## config.mk

```make
export PLATFORM = sky130hd
export DESIGN_NAME = tlbri_top
export DESIGN_NICKNAME = d
export VERILOG_FILES = /design/src/hw/tlbri_pkg.sv /design/src/hw/tlbri_match.sv /design/src/hw/tlbri_top.sv
export SDC_FILE = /design/constraint.sdc
export NUM_CORES = 2
export LEC_CHECK = 0
export BUFFER_PORTS_ARGS = -buffer_cell sky130_fd_sc_hd__buf_2
export CAP_MARGIN = 20
export CELL_PAD_IN_SITES_DETAIL_PLACEMENT = 1
export CELL_PAD_IN_SITES_GLOBAL_PLACEMENT = 1
export CORE_MARGIN = 5
export CORE_UTILIZATION = 40
export DETAILED_ROUTE_END_ITERATION = 8
export PLACE_DENSITY_LB_ADDON = 0.08
export SLEW_MARGIN = 20
export SYNTH_ARGS = -nofsm -noshare
export SYNTH_HDL_FRONTEND = slang
export SYNTH_HIERARCHICAL = 1
export SYNTH_SLANG_ARGS = --single-unit
```

## constraint.sdc

```tcl
create_clock -name core_clk -period 13.2 [get_ports core_clk]
set_clock_uncertainty 0.05 [all_clocks]
set_input_delay 2.64 -clock core_clk [delete_from_list [all_inputs] [get_ports core_clk]]
set_output_delay 2.64 -clock core_clk [all_outputs]
set_load 0.02 [all_outputs]
```

## src/hw/tlbri_pkg.sv

```systemverilog
// constants for the stage 1 tlb invalidation block: opcodes, regimes, command fields, register map
// assumes one 50 MHz clock shared by the command queue, the table walker and software
package tlbri_pkg;
  // command opcodes; only monitor and hyp flush-all codes are fixed by the queue format
  localparam logic [7:0] OP_GUEST_EL1_FLUSH_ALL = 8'h10;
  localparam logic [7:0] OP_GUEST_EL1_FLUSH_BY_TAG = 8'h11;
  localparam logic [7:0] OP_GUEST_EL1_FLUSH_ADDR = 8'h12;
  localparam logic [7:0] OP_GUEST_EL1_FLUSH_ADDR_ALL_TAGS = 8'h13;
  localparam logic [7:0] OP_MONITOR_FLUSH_ALL = 8'h18;
  localparam logic [7:0] OP_MONITOR_FLUSH_ADDR = 8'h1a;
  localparam logic [7:0] OP_HYP_FLUSH_ALL = 8'h20;
  localparam logic [7:0] OP_HYP_FLUSH_BY_TAG = 8'h21;
  localparam logic [7:0] OP_HYP_FLUSH_ADDR = 8'h22;
  localparam logic [7:0] OP_HYP_FLUSH_ADDR_ALL_TAGS = 8'h23;
  // stream regime of a cached entry
  localparam int RG_W = 3;
  localparam logic [2:0] RG_NS_EL1 = 3'h0;
  localparam logic [2:0] RG_SECURE = 3'h1;
  localparam logic [2:0] RG_MONITOR = 3'h2;
  localparam logic [2:0] RG_HYP = 3'h3;
  localparam logic [2:0] RG_HYP_HOST = 3'h4;
  // granule_selector codes
  localparam logic [1:0] TG_ANY = 2'h0;
  localparam logic [1:0] TG_4K = 2'h1;
  localparam logic [1:0] TG_16K = 2'h2;
  localparam logic [1:0] TG_64K = 2'h3;
  // command word field positions
  localparam int F_OP_LSB = 0;
  localparam int F_LEAF = 9;
  localparam int F_NUM_LSB = 12;
  localparam int F_SCALE_LSB = 20;
  localparam int F_VMT_LSB = 32;
  localparam int F_AST_LSB = 48;
  localparam int F_TTL_LSB = 72;
  localparam int F_TG_LSB = 74;
  localparam int F_ADDR_LSB = 76;
  // register map
  localparam int ADDR_W = 8;
  localparam logic [7:0] REG_CTRL = 8'h00;
  localparam logic [7:0] REG_STATUS = 8'h04;
  localparam logic [7:0] REG_VALID = 8'h08;
  localparam logic [7:0] REG_ERRCNT = 8'h0c;
  localparam int CB_RIL = 0;
  localparam int CB_HYP = 1;
  localparam int CB_BTM = 2;
  localparam int CB_E2H = 3;
  localparam int CB_S1 = 4;
  localparam int CB_NS_S2 = 5;
  localparam int CB_S_S2 = 6;
  localparam int CTRL_W = 7;
  localparam logic [6:0] CTRL_RST = 7'h17;
  typedef enum logic [1:0] {
    TLBRI_IDLE = 2'b01,
    TLBRI_EXEC = 2'b10
  } tlbri_state_t;
endpackage : tlbri_pkg

```

## src/hw/tlbri_match.sv

```systemverilog
// per-entry match of one cached translation against a decoded invalidation scope
// assumes the scope is stable for the cycle in which the parent applies the hit
`timescale 1ns/1ns
module tlbri_match #(
  parameter int PW = 36,
  parameter int XW = 78
) (
  input wire logic [tlbri_pkg::RG_W-1:0] e_regime, // entry stream regime
  input wire logic [15:0] e_vmt, // entry virtual machine tag
  input wire logic [15:0] e_ast, // entry address space tag
  input wire logic e_glob, // entry is global
  input wire logic [1:0] e_tg, // granule the entry was filled with
  input wire logic [1:0] e_lvl, // walk level of the entry
  input wire logic e_table, // entry caches a table descriptor
  input wire logic [5:0] e_span, // log2 of pages covered
  input wire logic [PW-1:0] e_va, // entry base page
  input wire logic [7:0] c_mask, // regimes in scope
  input wire logic c_vmt_chk, // compare virtual machine tag
  input wire logic [15:0] c_vmt, // command virtual machine tag
  input wire logic c_ast_chk, // compare address space tag
  input wire logic [15:0] c_ast, // command address space tag
  input wire logic c_nonglob, // global entries excluded
  input wire logic c_by_addr, // address based command
  input wire logic [1:0] c_tg, // effective granule selector
  input wire logic [1:0] c_hint, // effective level hint
  input wire logic c_leaf, // last level only
  input wire logic [XW-1:0] c_start, // first page
  input wire logic [XW-1:0] c_end, // page past the last
  output logic hit // entry must be dropped
);
  import tlbri_pkg::*;
  logic [XW-1:0] eb;
  logic [XW-1:0] ee;
  logic tag_ok;
  logic adr_ok;
  logic tg_ok;
  logic lvl_ok;
  always_comb begin
    eb = XW'(e_va);
    ee = eb + (XW'(1) << e_span);
    tag_ok = (!c_vmt_chk || e_vmt == c_vmt) && (!c_ast_chk || (e_glob ? !c_nonglob : e_ast == c_ast));
    adr_ok = !c_by_addr || (eb < c_end && ee > c_start);
    tg_ok = !c_by_addr || c_tg == TG_ANY || e_tg == c_tg;
    // tables above the hinted leaf level go too unless leaf-only
    if (!c_by_addr) begin
      lvl_ok = 1'b1;
    end else if (e_table) begin
      lvl_ok = !c_leaf && (c_hint == 2'h0 || e_lvl < c_hint);
    end else begin
      lvl_ok = c_hint == 2'h0 || e_lvl == c_hint;
    end
    hit = c_mask[e_regime] && tag_ok && adr_ok && tg_ok && lvl_ok;
  end
endmodule : tlbri_match

```

## src/hw/tlbri_top.sv

```systemverilog
// stage 1 tlb invalidation: decodes one queued command, drops matching cached entries
// assumes command, fill and register ports are driven from core_clk logic
// Contract
// granule selector zero: hint ignored, no range, any level and granule.
// nonzero granule: hint 1/2/3 restricts leaf entries to that level; 0 any.
// 16KB granule with level 1 hint is treated as hint zero.
// leaf flag clear: table entries above hinted level are dropped too.
// range is (count+1) times two to the exponent times granule size.
// invalidate address up to address plus range, never wrapping.
// 4KB: software keeps low address bits zero for level 1 and 2 hints.
// 16KB: software keeps low address bits zero for each hint.
// 64KB: software keeps low address bits zero for each hint.
// nonzero granule, zero count, exponent and hint raises illegal command error.
// revision 3.2 or later with broadcast support accepts broadcast range operations.
// stage 2 only device rejects every stage 1 command.
// monitor commands illegal on nonsecure queue; secure queue drops monitor entries.
// hyp commands follow host extension control, illegal without hypervisor support.
// guest commands drop nonsecure EL1 or secure regime entries by queue.
// virtual machine tag compared only when the queue has stage 2.
// guest addresses are virtual; out of range addresses may be ignored.
// nonsecure guest flush-all drops EL1 entries of the tag, globals included.
// secure guest flush-all without secure stage 2 drops all secure entries.
// secure guest flush-all with secure stage 2 matches the tag.
// granule codes 4KB, 16KB, 64KB; only matching granule entries dropped.
// exponent in bits 24:20, count in 16:12, zero when granule zero.
// granule in bits 75:74, hint in 73:72; hint never widens scope.
// without range support all range and hint fields read as zero.
// illegal command invalidates nothing and is flagged on its own queue.
`timescale 1ns/1ns
module tlbri_top #(
  parameter int ENTRIES = 8,
  parameter int VA_W = 48,
  parameter int REV_MAJ = 3,
  parameter int REV_MIN = 2,
  parameter bit TBI_EN = 1'b1,
  localparam int IW = $clog2(ENTRIES)
) (
  input wire logic core_clk, // block clock
  input wire logic rst_n, // synchronous reset
  input wire logic ce, // freezes all state when low
  input wire logic [tlbri_pkg::ADDR_W-1:0] reg_addr, // register byte address
  input wire logic [31:0] reg_wdata, // register write data
  input wire logic reg_wr, // register write strobe
  input wire logic reg_rd, // register read strobe
  output logic [31:0] reg_rdata, // read data, cycle after strobe
  input wire logic cmd_valid, // command offered
  input wire logic [127:0] cmd_word, // command word
  input wire logic cmd_secure, // command from secure queue
  input wire logic cmd_bcast, // command is a broadcast operation
  output logic cmd_ready, // command taken when valid and ready
  input wire logic fill_valid, // walker writes an entry
  input wire logic [IW-1:0] fill_idx, // entry slot
  input wire logic [tlbri_pkg::RG_W-1:0] fill_regime, // stream regime
  input wire logic [15:0] fill_vmt, // virtual machine tag
  input wire logic [15:0] fill_ast, // address space tag
  input wire logic fill_global, // global entry
  input wire logic [1:0] fill_tg, // granule used
  input wire logic [1:0] fill_level, // walk level
  input wire logic fill_table, // table descriptor entry
  input wire logic [5:0] fill_span, // log2 pages covered
  input wire logic [VA_W-13:0] fill_va_page, // base page, aligned to span
  output logic ns_cmd_err, // illegal command pulse, nonsecure queue
  output logic s_cmd_err, // illegal command pulse, secure queue
  output logic cmd_done, // accepted command finished
  output logic [ENTRIES-1:0] entry_valid // live entries
);
  import tlbri_pkg::*;
  localparam int PW = VA_W - 12;
  localparam int XW = PW + 42;
  localparam bit REV_OK = (REV_MAJ > 3) || (REV_MAJ == 3 && REV_MIN >= 2);

  tlbri_state_t st_reg;
  tlbri_state_t st_next;
  logic [127:0] cw_reg;
  logic [127:0] cw_next;
  logic sec_reg;
  logic sec_next;
  logic bc_reg;
  logic bc_next;
  logic rdy_reg;
  logic rdy_next;
  logic done_reg;
  logic done_next;
  logic nserr_reg;
  logic nserr_next;
  logic serr_reg;
  logic serr_next;
  logic [CTRL_W-1:0] ctrl_reg;
  logic [CTRL_W-1:0] ctrl_next;
  logic [15:0] ecnt_reg;
  logic [15:0] ecnt_next;
  logic lsec_reg;
  logic lsec_next;
  logic [31:0] rd_reg;
  logic [31:0] rd_next;
  logic [ENTRIES-1:0] ev_reg;
  logic [ENTRIES-1:0] ev_next;
  logic [RG_W-1:0] rg_reg [ENTRIES];
  logic [RG_W-1:0] rg_next [ENTRIES];
  logic [15:0] vm_reg [ENTRIES];
  logic [15:0] vm_next [ENTRIES];
  logic [15:0] as_reg [ENTRIES];
  logic [15:0] as_next [ENTRIES];
  logic [1:0] tg_reg [ENTRIES];
  logic [1:0] tg_next [ENTRIES];
  logic [1:0] lv_reg [ENTRIES];
  logic [1:0] lv_next [ENTRIES];
  logic [5:0] sp_reg [ENTRIES];
  logic [5:0] sp_next [ENTRIES];
  logic [PW-1:0] va_reg [ENTRIES];
  logic [PW-1:0] va_next [ENTRIES];
  logic [ENTRIES-1:0] gl_reg;
  logic [ENTRIES-1:0] gl_next;
  logic [ENTRIES-1:0] tb_reg;
  logic [ENTRIES-1:0] tb_next;
  // decoded scope of the held command
  logic [7:0] op;
  logic ril;
  logic [1:0] tg_e;
  logic [1:0] hint_e;
  logic [4:0] num_e;
  logic [4:0] scale_e;
  logic [1:0] gsh;
  logic [51:0] addr;
  logic s2_q;
  logic ill;
  logic drop;
  logic oor;
  logic by_addr;
  logic vmt_chk;
  logic ast_chk;
  logic nonglob;
  logic [7:0] mask;
  logic [XW-1:0] c_start;
  logic [XW-1:0] c_end;
  logic [ENTRIES-1:0] hits;
  logic [ENTRIES-1:0] kill;

  always_comb begin
    op = cw_reg[F_OP_LSB +: 8];
    ril = ctrl_reg[CB_RIL];
    tg_e = ril ? cw_reg[F_TG_LSB +: 2] : TG_ANY;
    hint_e = (tg_e != TG_ANY) ? cw_reg[F_TTL_LSB +: 2] : 2'h0;
    if (tg_e == TG_16K && hint_e == 2'h1) begin
      hint_e = 2'h0;
    end
    num_e = (tg_e != TG_ANY) ? cw_reg[F_NUM_LSB +: 5] : 5'h0;
    scale_e = (tg_e != TG_ANY) ? cw_reg[F_SCALE_LSB +: 5] : 5'h0;
    gsh = (tg_e == TG_64K) ? 2'h2 : ((tg_e == TG_16K) ? 2'h1 : 2'h0);
    addr = cw_reg[F_ADDR_LSB +: 52];
    s2_q = sec_reg ? ctrl_reg[CB_S_S2] : ctrl_reg[CB_NS_S2];
    // addresses are virtual: differing upper bits put the command out of range
    oor = TBI_EN ? !(&addr[43:PW-1] || ~|addr[43:PW-1]) : !(&addr[51:PW-1] || ~|addr[51:PW-1]);
    // range in pages; end is wide so it cannot wrap into the low half
    c_start = XW'(addr[PW-1:0]);
    c_end = c_start + ((XW'(num_e) + XW'(1)) << (7'(scale_e) + 7'({gsh, 1'b0})));
    drop = bc_reg && !(ctrl_reg[CB_BTM] && REV_OK);
    ill = 1'b0;
    by_addr = 1'b0;
    vmt_chk = 1'b0;
    ast_chk = 1'b0;
    nonglob = 1'b0;
    mask = 8'h00;
    unique case (op)
      OP_GUEST_EL1_FLUSH_ALL, OP_GUEST_EL1_FLUSH_BY_TAG,
      OP_GUEST_EL1_FLUSH_ADDR, OP_GUEST_EL1_FLUSH_ADDR_ALL_TAGS: begin
        mask[sec_reg ? RG_SECURE : RG_NS_EL1] = 1'b1;
        vmt_chk = s2_q;
        ast_chk = op == OP_GUEST_EL1_FLUSH_BY_TAG || op == OP_GUEST_EL1_FLUSH_ADDR;
        nonglob = op == OP_GUEST_EL1_FLUSH_BY_TAG;
        by_addr = op == OP_GUEST_EL1_FLUSH_ADDR || op == OP_GUEST_EL1_FLUSH_ADDR_ALL_TAGS;
      end
      OP_MONITOR_FLUSH_ALL, OP_MONITOR_FLUSH_ADDR: begin
        ill = !sec_reg;
        mask[RG_MONITOR] = 1'b1;
        by_addr = op == OP_MONITOR_FLUSH_ADDR;
      end
      OP_HYP_FLUSH_ALL: begin
        ill = !ctrl_reg[CB_HYP];
        mask[RG_HYP] = 1'b1;
        mask[RG_HYP_HOST] = 1'b1;
      end
      OP_HYP_FLUSH_BY_TAG: begin
        ill = !ctrl_reg[CB_HYP];
        mask[RG_HYP_HOST] = 1'b1;
        ast_chk = 1'b1;
        nonglob = 1'b1;
      end
      OP_HYP_FLUSH_ADDR, OP_HYP_FLUSH_ADDR_ALL_TAGS: begin
        ill = !ctrl_reg[CB_HYP];
        mask[ctrl_reg[CB_E2H] ? RG_HYP_HOST : RG_HYP] = 1'b1;
        ast_chk = op == OP_HYP_FLUSH_ADDR && ctrl_reg[CB_E2H];
        by_addr = 1'b1;
      end
      default: ill = 1'b1;
    endcase
    if (by_addr && tg_e != TG_ANY && num_e == 5'h0 && scale_e == 5'h0 && hint_e == 2'h0) begin
      ill = 1'b1;
    end
    if (!ctrl_reg[CB_S1]) begin
      ill = 1'b1;
    end
  end

  for (genvar g = 0; g < ENTRIES; g++) begin : g_ent
    tlbri_match #(.PW(PW), .XW(XW)) u_match (
      .e_regime(rg_reg[g]),
      .e_vmt(vm_reg[g]),
      .e_ast(as_reg[g]),
      .e_glob(gl_reg[g]),
      .e_tg(tg_reg[g]),
      .e_lvl(lv_reg[g]),
      .e_table(tb_reg[g]),
      .e_span(sp_reg[g]),
      .e_va(va_reg[g]),
      .c_mask(mask),
      .c_vmt_chk(vmt_chk),
      .c_vmt(cw_reg[F_VMT_LSB +: 16]),
      .c_ast_chk(ast_chk),
      .c_ast(cw_reg[F_AST_LSB +: 16]),
      .c_nonglob(nonglob),
      .c_by_addr(by_addr),
      .c_tg(tg_e),
      .c_hint(hint_e),
      .c_leaf(cw_reg[F_LEAF]),
      .c_start(c_start),
      .c_end(c_end),
      .hit(hits[g])
    );
  end

  // rejected, dropped or out of range commands touch nothing
  assign kill = hits & ev_reg & {ENTRIES{st_reg == TLBRI_EXEC && !ill && !drop && !(by_addr && oor)}};

  // a fill in the same cycle as an invalidate wins: the entry is fresh
  always_comb begin
    ev_next = ev_reg & ~kill;
    rg_next = rg_reg;
    vm_next = vm_reg;
    as_next = as_reg;
    tg_next = tg_reg;
    lv_next = lv_reg;
    sp_next = sp_reg;
    va_next = va_reg;
    gl_next = gl_reg;
    tb_next = tb_reg;
    if (fill_valid) begin
      ev_next[fill_idx] = 1'b1;
      rg_next[fill_idx] = fill_regime;
      vm_next[fill_idx] = fill_vmt;
      as_next[fill_idx] = fill_ast;
      tg_next[fill_idx] = fill_tg;
      lv_next[fill_idx] = fill_level;
      sp_next[fill_idx] = fill_span;
      va_next[fill_idx] = fill_va_page;
      gl_next[fill_idx] = fill_global;
      tb_next[fill_idx] = fill_table;
    end
  end

  always_ff @(posedge core_clk) begin
    if (!rst_n) begin
      ev_reg <= '0;
    end else if (ce) begin
      ev_reg <= ev_next;
    end
  end

  always_ff @(posedge core_clk) begin
    if (ce) begin
      rg_reg <= rg_next;
      vm_reg <= vm_next;
      as_reg <= as_next;
      tg_reg <= tg_next;
      lv_reg <= lv_next;
      sp_reg <= sp_next;
      va_reg <= va_next;
      gl_reg <= gl_next;
      tb_reg <= tb_next;
    end
  end

  always_comb begin
    st_next = st_reg;
    cw_next = cw_reg;
    sec_next = sec_reg;
    bc_next = bc_reg;
    rdy_next = rdy_reg;
    done_next = 1'b0;
    nserr_next = 1'b0;
    serr_next = 1'b0;
    unique case (st_reg)
      TLBRI_IDLE: begin
        if (cmd_valid && rdy_reg) begin
          cw_next = cmd_word;
          sec_next = cmd_secure;
          bc_next = cmd_bcast;
          rdy_next = 1'b0;
          st_next = TLBRI_EXEC;
        end
      end
      TLBRI_EXEC: begin
        done_next = !ill;
        nserr_next = ill && !sec_reg;
        serr_next = ill && sec_reg;
        rdy_next = 1'b1;
        st_next = TLBRI_IDLE;
      end
    endcase
  end

  always_ff @(posedge core_clk) begin
    if (!rst_n) begin
      st_reg <= TLBRI_IDLE;
      cw_reg <= '0;
      sec_reg <= 1'b0;
      bc_reg <= 1'b0;
      rdy_reg <= 1'b1;
      done_reg <= 1'b0;
      nserr_reg <= 1'b0;
      serr_reg <= 1'b0;
    end else if (ce) begin
      st_reg <= st_next;
      cw_reg <= cw_next;
      sec_reg <= sec_next;
      bc_reg <= bc_next;
      rdy_reg <= rdy_next;
      done_reg <= done_next;
      nserr_reg <= nserr_next;
      serr_reg <= serr_next;
    end
  end

  // error count: a clear in the cycle of a new error leaves a count of one
  always_comb begin
    ctrl_next = ctrl_reg;
    ecnt_next = ecnt_reg;
    lsec_next = lsec_reg;
    rd_next = 32'h0000_0000;
    if (reg_wr && reg_addr == REG_CTRL) begin
      ctrl_next = reg_wdata[CTRL_W-1:0];
    end
    if (reg_wr && reg_addr == REG_ERRCNT) begin
      ecnt_next = 16'h0000;
    end
    if (st_reg == TLBRI_EXEC && ill) begin
      ecnt_next = ecnt_next + 16'h0001;
      lsec_next = sec_reg;
    end
    if (reg_rd) begin
      unique case (reg_addr)
        REG_CTRL: rd_next = 32'(ctrl_reg);
        REG_STATUS: rd_next = {29'h0, ctrl_reg[CB_BTM] && REV_OK, lsec_reg, st_reg == TLBRI_EXEC};
        REG_VALID: rd_next = 32'(ev_reg);
        REG_ERRCNT: rd_next = {16'h0000, ecnt_reg};
        default: rd_next = 32'h0000_0000;
      endcase
    end
  end

  always_ff @(posedge core_clk) begin
    if (!rst_n) begin
      ctrl_reg <= CTRL_RST;
      ecnt_reg <= 16'h0000;
      lsec_reg <= 1'b0;
      rd_reg <= 32'h0000_0000;
    end else if (ce) begin
      ctrl_reg <= ctrl_next;
      ecnt_reg <= ecnt_next;
      lsec_reg <= lsec_next;
      rd_reg <= rd_next;
    end
  end

  assign reg_rdata = rd_reg;
  assign cmd_ready = rdy_reg;
  assign cmd_done = done_reg;
  assign ns_cmd_err = nserr_reg;
  assign s_cmd_err = serr_reg;
  assign entry_valid = ev_reg;

  chk_ill_no_inval: assert property (@(posedge core_clk) disable iff (!rst_n)
    (ce && st_reg == TLBRI_EXEC && ill && !fill_valid) |=> (ev_reg == $past(ev_reg)))
    else $error("illegal command dropped entries");
  chk_reserved_combo: assert property (@(posedge core_clk) disable iff (!rst_n)
    (ce && st_reg == TLBRI_EXEC && by_addr && tg_e != TG_ANY && num_e == 5'h0 && scale_e == 5'h0
     && hint_e == 2'h0) |=> (ns_cmd_err || s_cmd_err))
    else $error("reserved range encoding not rejected");
  chk_stage1_absent: assert property (@(posedge core_clk) disable iff (!rst_n)
    (ce && st_reg == TLBRI_EXEC && !ctrl_reg[CB_S1]) |=> (ns_cmd_err || s_cmd_err) && !cmd_done)
    else $error("stage 1 command accepted without stage 1");
  chk_monitor_ns: assert property (@(posedge core_clk) disable iff (!rst_n)
    (ce && st_reg == TLBRI_EXEC && !sec_reg && (op == OP_MONITOR_FLUSH_ALL || op == OP_MONITOR_FLUSH_ADDR))
    |=> ns_cmd_err && !s_cmd_err)
    else $error("monitor command on nonsecure queue not rejected");
  chk_hyp_absent: assert property (@(posedge core_clk) disable iff (!rst_n)
    (ce && st_reg == TLBRI_EXEC && !ctrl_reg[CB_HYP] && op[7:2] == 6'h08) |=> (ns_cmd_err || s_cmd_err))
    else $error("hyp command accepted without hypervisor support");
  chk_err_one_queue: assert property (@(posedge core_clk) disable iff (!rst_n)
    !(ns_cmd_err && s_cmd_err) && !(cmd_done && (ns_cmd_err || s_cmd_err)))
    else $error("error reported on both queues or with done");
  chk_hint_16k: assert property (@(posedge core_clk) disable iff (!rst_n)
    (ril && cw_reg[F_TG_LSB +: 2] == TG_16K && cw_reg[F_TTL_LSB +: 2] == 2'h1) |-> hint_e == 2'h0)
    else $error("reserved 16KB level 1 hint not treated as zero");
  chk_no_range_supp: assert property (@(posedge core_clk) disable iff (!rst_n)
    !ril |-> (tg_e == TG_ANY && hint_e == 2'h0 && num_e == 5'h0 && scale_e == 5'h0))
    else $error("range fields used without range support");
  chk_range_nowrap: assert property (@(posedge core_clk) disable iff (!rst_n)
    (st_reg == TLBRI_EXEC) |-> (c_end > c_start))
    else $error("invalidation range wrapped");
  chk_ready_return: assert property (@(posedge core_clk) disable iff (!rst_n)
    (ce && cmd_valid && cmd_ready) |=> !cmd_ready ##1 (cmd_ready || !ce))
    else $error("command handshake timing broken");
endmodule : tlbri_top

```

==> results by group <==
Clock tree
  – Clock Path Buffers: 3
  – Number of buffers added by the clock tree synthesis step: between 90 and 100
  – CTS tree: done
  – Clock Pin Slew Worst Setup and Hold Paths: 60 ps
  – Worst-skew pair later-pin latency: 740 ps
  – Postcts setup bufs: 0
  – Clock root cell: sky130_fd_sc_hd__clkbuf_16
  – CTS Hold Bufs: 0
  – Number of gates given a new drive strength after cts: 0
  – H-Tree Depth: 3
  – Sink Count: 818

Power and ir drop
  – VDD IR-drop max: 0.0001061 V
  – Switching power: 1980 µW
  – Leakage component of the power: 0.03553 µW
  – Total power per unit cell area: 80.18 nW/µm²
  – Internal Dissipation: 4794 µW
  – Combinational fraction of design power: 14.8%
  – Proportion of total power due to net switching: 29.23%
  – Clock network fraction of design power: 42.1%
  – Sequential group share of total power: 43.1%

Synthesis
  – Most area-consuming cells after synthesis: sky130_fd_sc_hd__edfxtp_1 (27%), sky130_fd_sc_hd__ha_1 (19%), sky130_fd_sc_hd__inv_1 (4.8%)
  – Synthesized flop and latch total: 818
  – Most frequently used flop master after synthesis: sky130_fd_sc_hd__edfxtp_1
  – Cell type with the highest aggregate area in the netlist: sky130_fd_sc_hd__edfxtp_1
  – Number of enable-type register cells in the synthesized netlist: approximately 660
  – Avg Synthesized Cell Area: 8.920 µm²
  – Share of the yosys chip area belonging to registers: 30.72%
  – Distinct cell type count of the synthesized netlist: roughly 130
  – Yosys top cell area share: a little over a quarter
  – Post-synth top cells: sky130_fd_sc_hd__ha_1 (1145), sky130_fd_sc_hd__inv_1 (967), sky130_fd_sc_hd__nor2_1 (796), sky130_fd_sc_hd__edfxtp_1 (664), sky130_fd_sc_hd__nand2_1 (584)
  – Cell with the most instances after synthesis: sky130_fd_sc_hd__ha_1
  – Yosys synthesis warning count: 6
  – Gate count after technology mapping: 8401
  – Synthesized area: between 70000 and 80000 µm²
  – Asr flop ratio synth: 0%

Timing
  – Final setup margin: 3459 ps
  – Shortest period the worst path allows: 9741 ps
  – Rel. slew slack: 21.17%
  – RSZ-0062 raised after global routing: no
  – TNS Setup: 0 ps
  – Setup-failing EPs final: 0
  – Ratio of final minimum period to clock period: 73.79%
  – Count of final hold-check violations: 0
  – Transition time at the pin with the least slew margin: 1176 ps
  – Upper clock frequency limit: 102.7 MHz
  – Max Slew Vio Count: 0

GRT
  – Total GRT Usage: 31.32%
  – Vias in the first global route: 68379
  – Pin count of the biggest net entering global routing: around 80
  – Initial antenna violation count: 42
  – GRT overflow: 0
  – Global-route wire length before repair: 457000 µm

Critical path
  – Reg-to-reg slack, setup: 3460 ps
  – Most used cell, CP: sky130_fd_sc_hd__a21oi_1
  – Slowest-stage cell, CP: sky130_fd_sc_hd__dfxtp_1
  – Largest delay share family, worst path: compound AO/OA/AOI/OAI gates
  – Kind of end point of the critical path: register
  – Signal arrival time at the worst endpoint: 10320 ps
  – Type of element launching the critical path: register
  – Reg-to-reg endpoint: entry_valid[0]$_SDFFE_PN0P_
  – Critical path required time: 13780 ps
  – Number of cells on the worst reg-to-reg path: 33
  – Largest stage delay, worst path: 860 ps
  – Worst Path Max Fanout: 17
  – CP Buf/Inv Count: 4
  – Type of the worst setup path: register to register
  – Source of the worst register-to-register timing path: ctrl_reg[0]$_SDFFE_PN1P_

Die
  – Width of the chip: between 400 and 500 µm
  – Die height: 442.8 µm
  – Number of placement rows: about 160
  – Io pins: ~310
  – Die Area: 196100 µm²
  – Initial core utilization: between 40% and 50%
  – Placeable core region: roughly 190000 µm²

Min path
  – Type of the tightest min-delay check: register to register
  – Worst hold start: bc_reg$_SDFFE_PN0P_
  – Hold path endpoint: bc_reg$_SDFFE_PN0P_
  – Hold depth: 2

Routing
  – Vias after detailed routing: 66966
  – Drt initial violations: roughly 5200
  – Post-detailed-route count of antenna-violating nets: 0
  – Final routed DRC violation total: 0
  – Initial DRT Pass Iterations: 5
  – Wire per inst: between 20 and 30 µm
  – Via density per instance: 5.688
  – Wire length after detailed routing: 316300 µm

Job
  – Max-capacitance violation count: 0

Placement
  – Sum of net half-perimeters after detailed placement: 238000 µm
  – Final GP Congestion: 0.9562
  – Placement Setup Slack: around 3400 ps
  – I/O Buffers: 236

Finish
  – Layout cells sized above 1: 8.955%
  – Net count, final: around 11000
  – Flip-flop count of the largest register after layout: 288
  – Post-synthesis to final-layout area growth: 12.73%

Run status
  – Status: complete, no violations
area by class of cell:
type / count / area, µm²
Fill cell: 21944 / 101300
Multi-Input combinational cell: 6955 / 49320
Sequential cell: 818 / 23040
Inverter: 967 / 3630
Tap cell: 2480 / 3103
Clock buffer: 135 / 2734
Timing Repair Buffer: 344 / 1994
Clock inverter: 50 / 601.8
Antenna cell: 24 / 60.06
cell families (layout without fill, tap and decap cells):
kind of cell	count (synthesis)	after routing	synth area share [%]
compound gates	2008	2008	18.62
mux	51	51	1.000
fa+ha+maj	1155	1155	19.38
flops	818	818	30.72
simple gates	2652	2652	17.44
other cells	9	568	0.04508
xor+xnor	545	545	6.369
buf+inv	1163	1496	6.420
worst max-delay path by stage:
stage / start / endpoint / cells past startpoint
global route: ctrl_reg[0]$_SDFFE_PN1P_ / entry_valid[0]$_SDFFE_PN0P_ / 33
finish: ctrl_reg[0]$_SDFFE_PN1P_ / entry_valid[0]$_SDFFE_PN0P_ / 33
floorplan: ce / as_reg[80]$_DFFE_PP_ / 3
CTS: ctrl_reg[0]$_SDFFE_PN1P_ / entry_valid[7]$_SDFFE_PN0P_ / 32
detailed placement: ctrl_reg[0]$_SDFFE_PN1P_ / entry_valid[7]$_SDFFE_PN0P_ / 32
global placement: ctrl_reg[0]$_SDFFE_PN1P_ / entry_valid[0]$_SDFFE_PN0P_ / 33
layer usage:
metal	up-vias	routed length (µm)	global-route usage (%)
met4	24	19410	16.60
li1	31339	-	-
met1	33128	131800	39.38
met2	1918	146200	52.16
met5	-	195	0
met3	557	18740	4.409
power by group through the flow:
stage | combinational, µW | clock [µW] | sequential, µW
2_1_floorplan | 545 | 0 | 2950
3_3_place_gp | 942 | 0 | 2970
3_5_place_dp | 981 | 0 | 2970
4_1_cts | 988 | 2910 | 2920
5_1_grt | 1090 | 3020 | 2920
6_report | 1000 | 2850 | 2920
cell usage in the layout, fill, tap and decap left out, drive strengths merged, types with 32 or more instances in the layout:
master / n
edfxtp: 664
buf: 344
a21oi: 559
and2: 36
o21ai: 322
xor2: 323
or2: 32
a21boi: 129
dfxtp: 154
o21a: 47
nand3b: 35
a31o: 35
o211ai: 38
nor2b: 116
nand2b: 98
ha: 1145
a21o: 492
inv: 972
nand2: 589
clkbuf: 135
nor4: 194
a211oi: 72
nor2: 801
or3: 32
a31oi: 60
and4: 33
clkinv: 33
o21bai: 49
nor3: 198
xnor2: 222
nand4: 247
conb: 544
nand3: 150
o2111ai: 41
worst min-delay path, cell delays in order, from the launching register on:
cell and delay (ps):
sky130_fd_sc_hd__dfxtp_1 310, sky130_fd_sc_hd__nand2_1 50, sky130_fd_sc_hd__a21boi_0 70
through the flow:
stage                     instance area, µm²  hold WS [ps]  total power (µW)  std cells  utilization [%]
after global placement                 81080         402.9              3914      11564            43.63
after global routing                   84430         448.4              7031      11755            45.44
after floorplan                        76950         388.9              3494       8936                -
after detailed placement               81080         423.4              3956      11564            43.63
final                                  84480         423.5              6774      11773            45.46
after CTS                              84410         431.9              6822      11749            45.43
(Power assumes the default switching activity.)
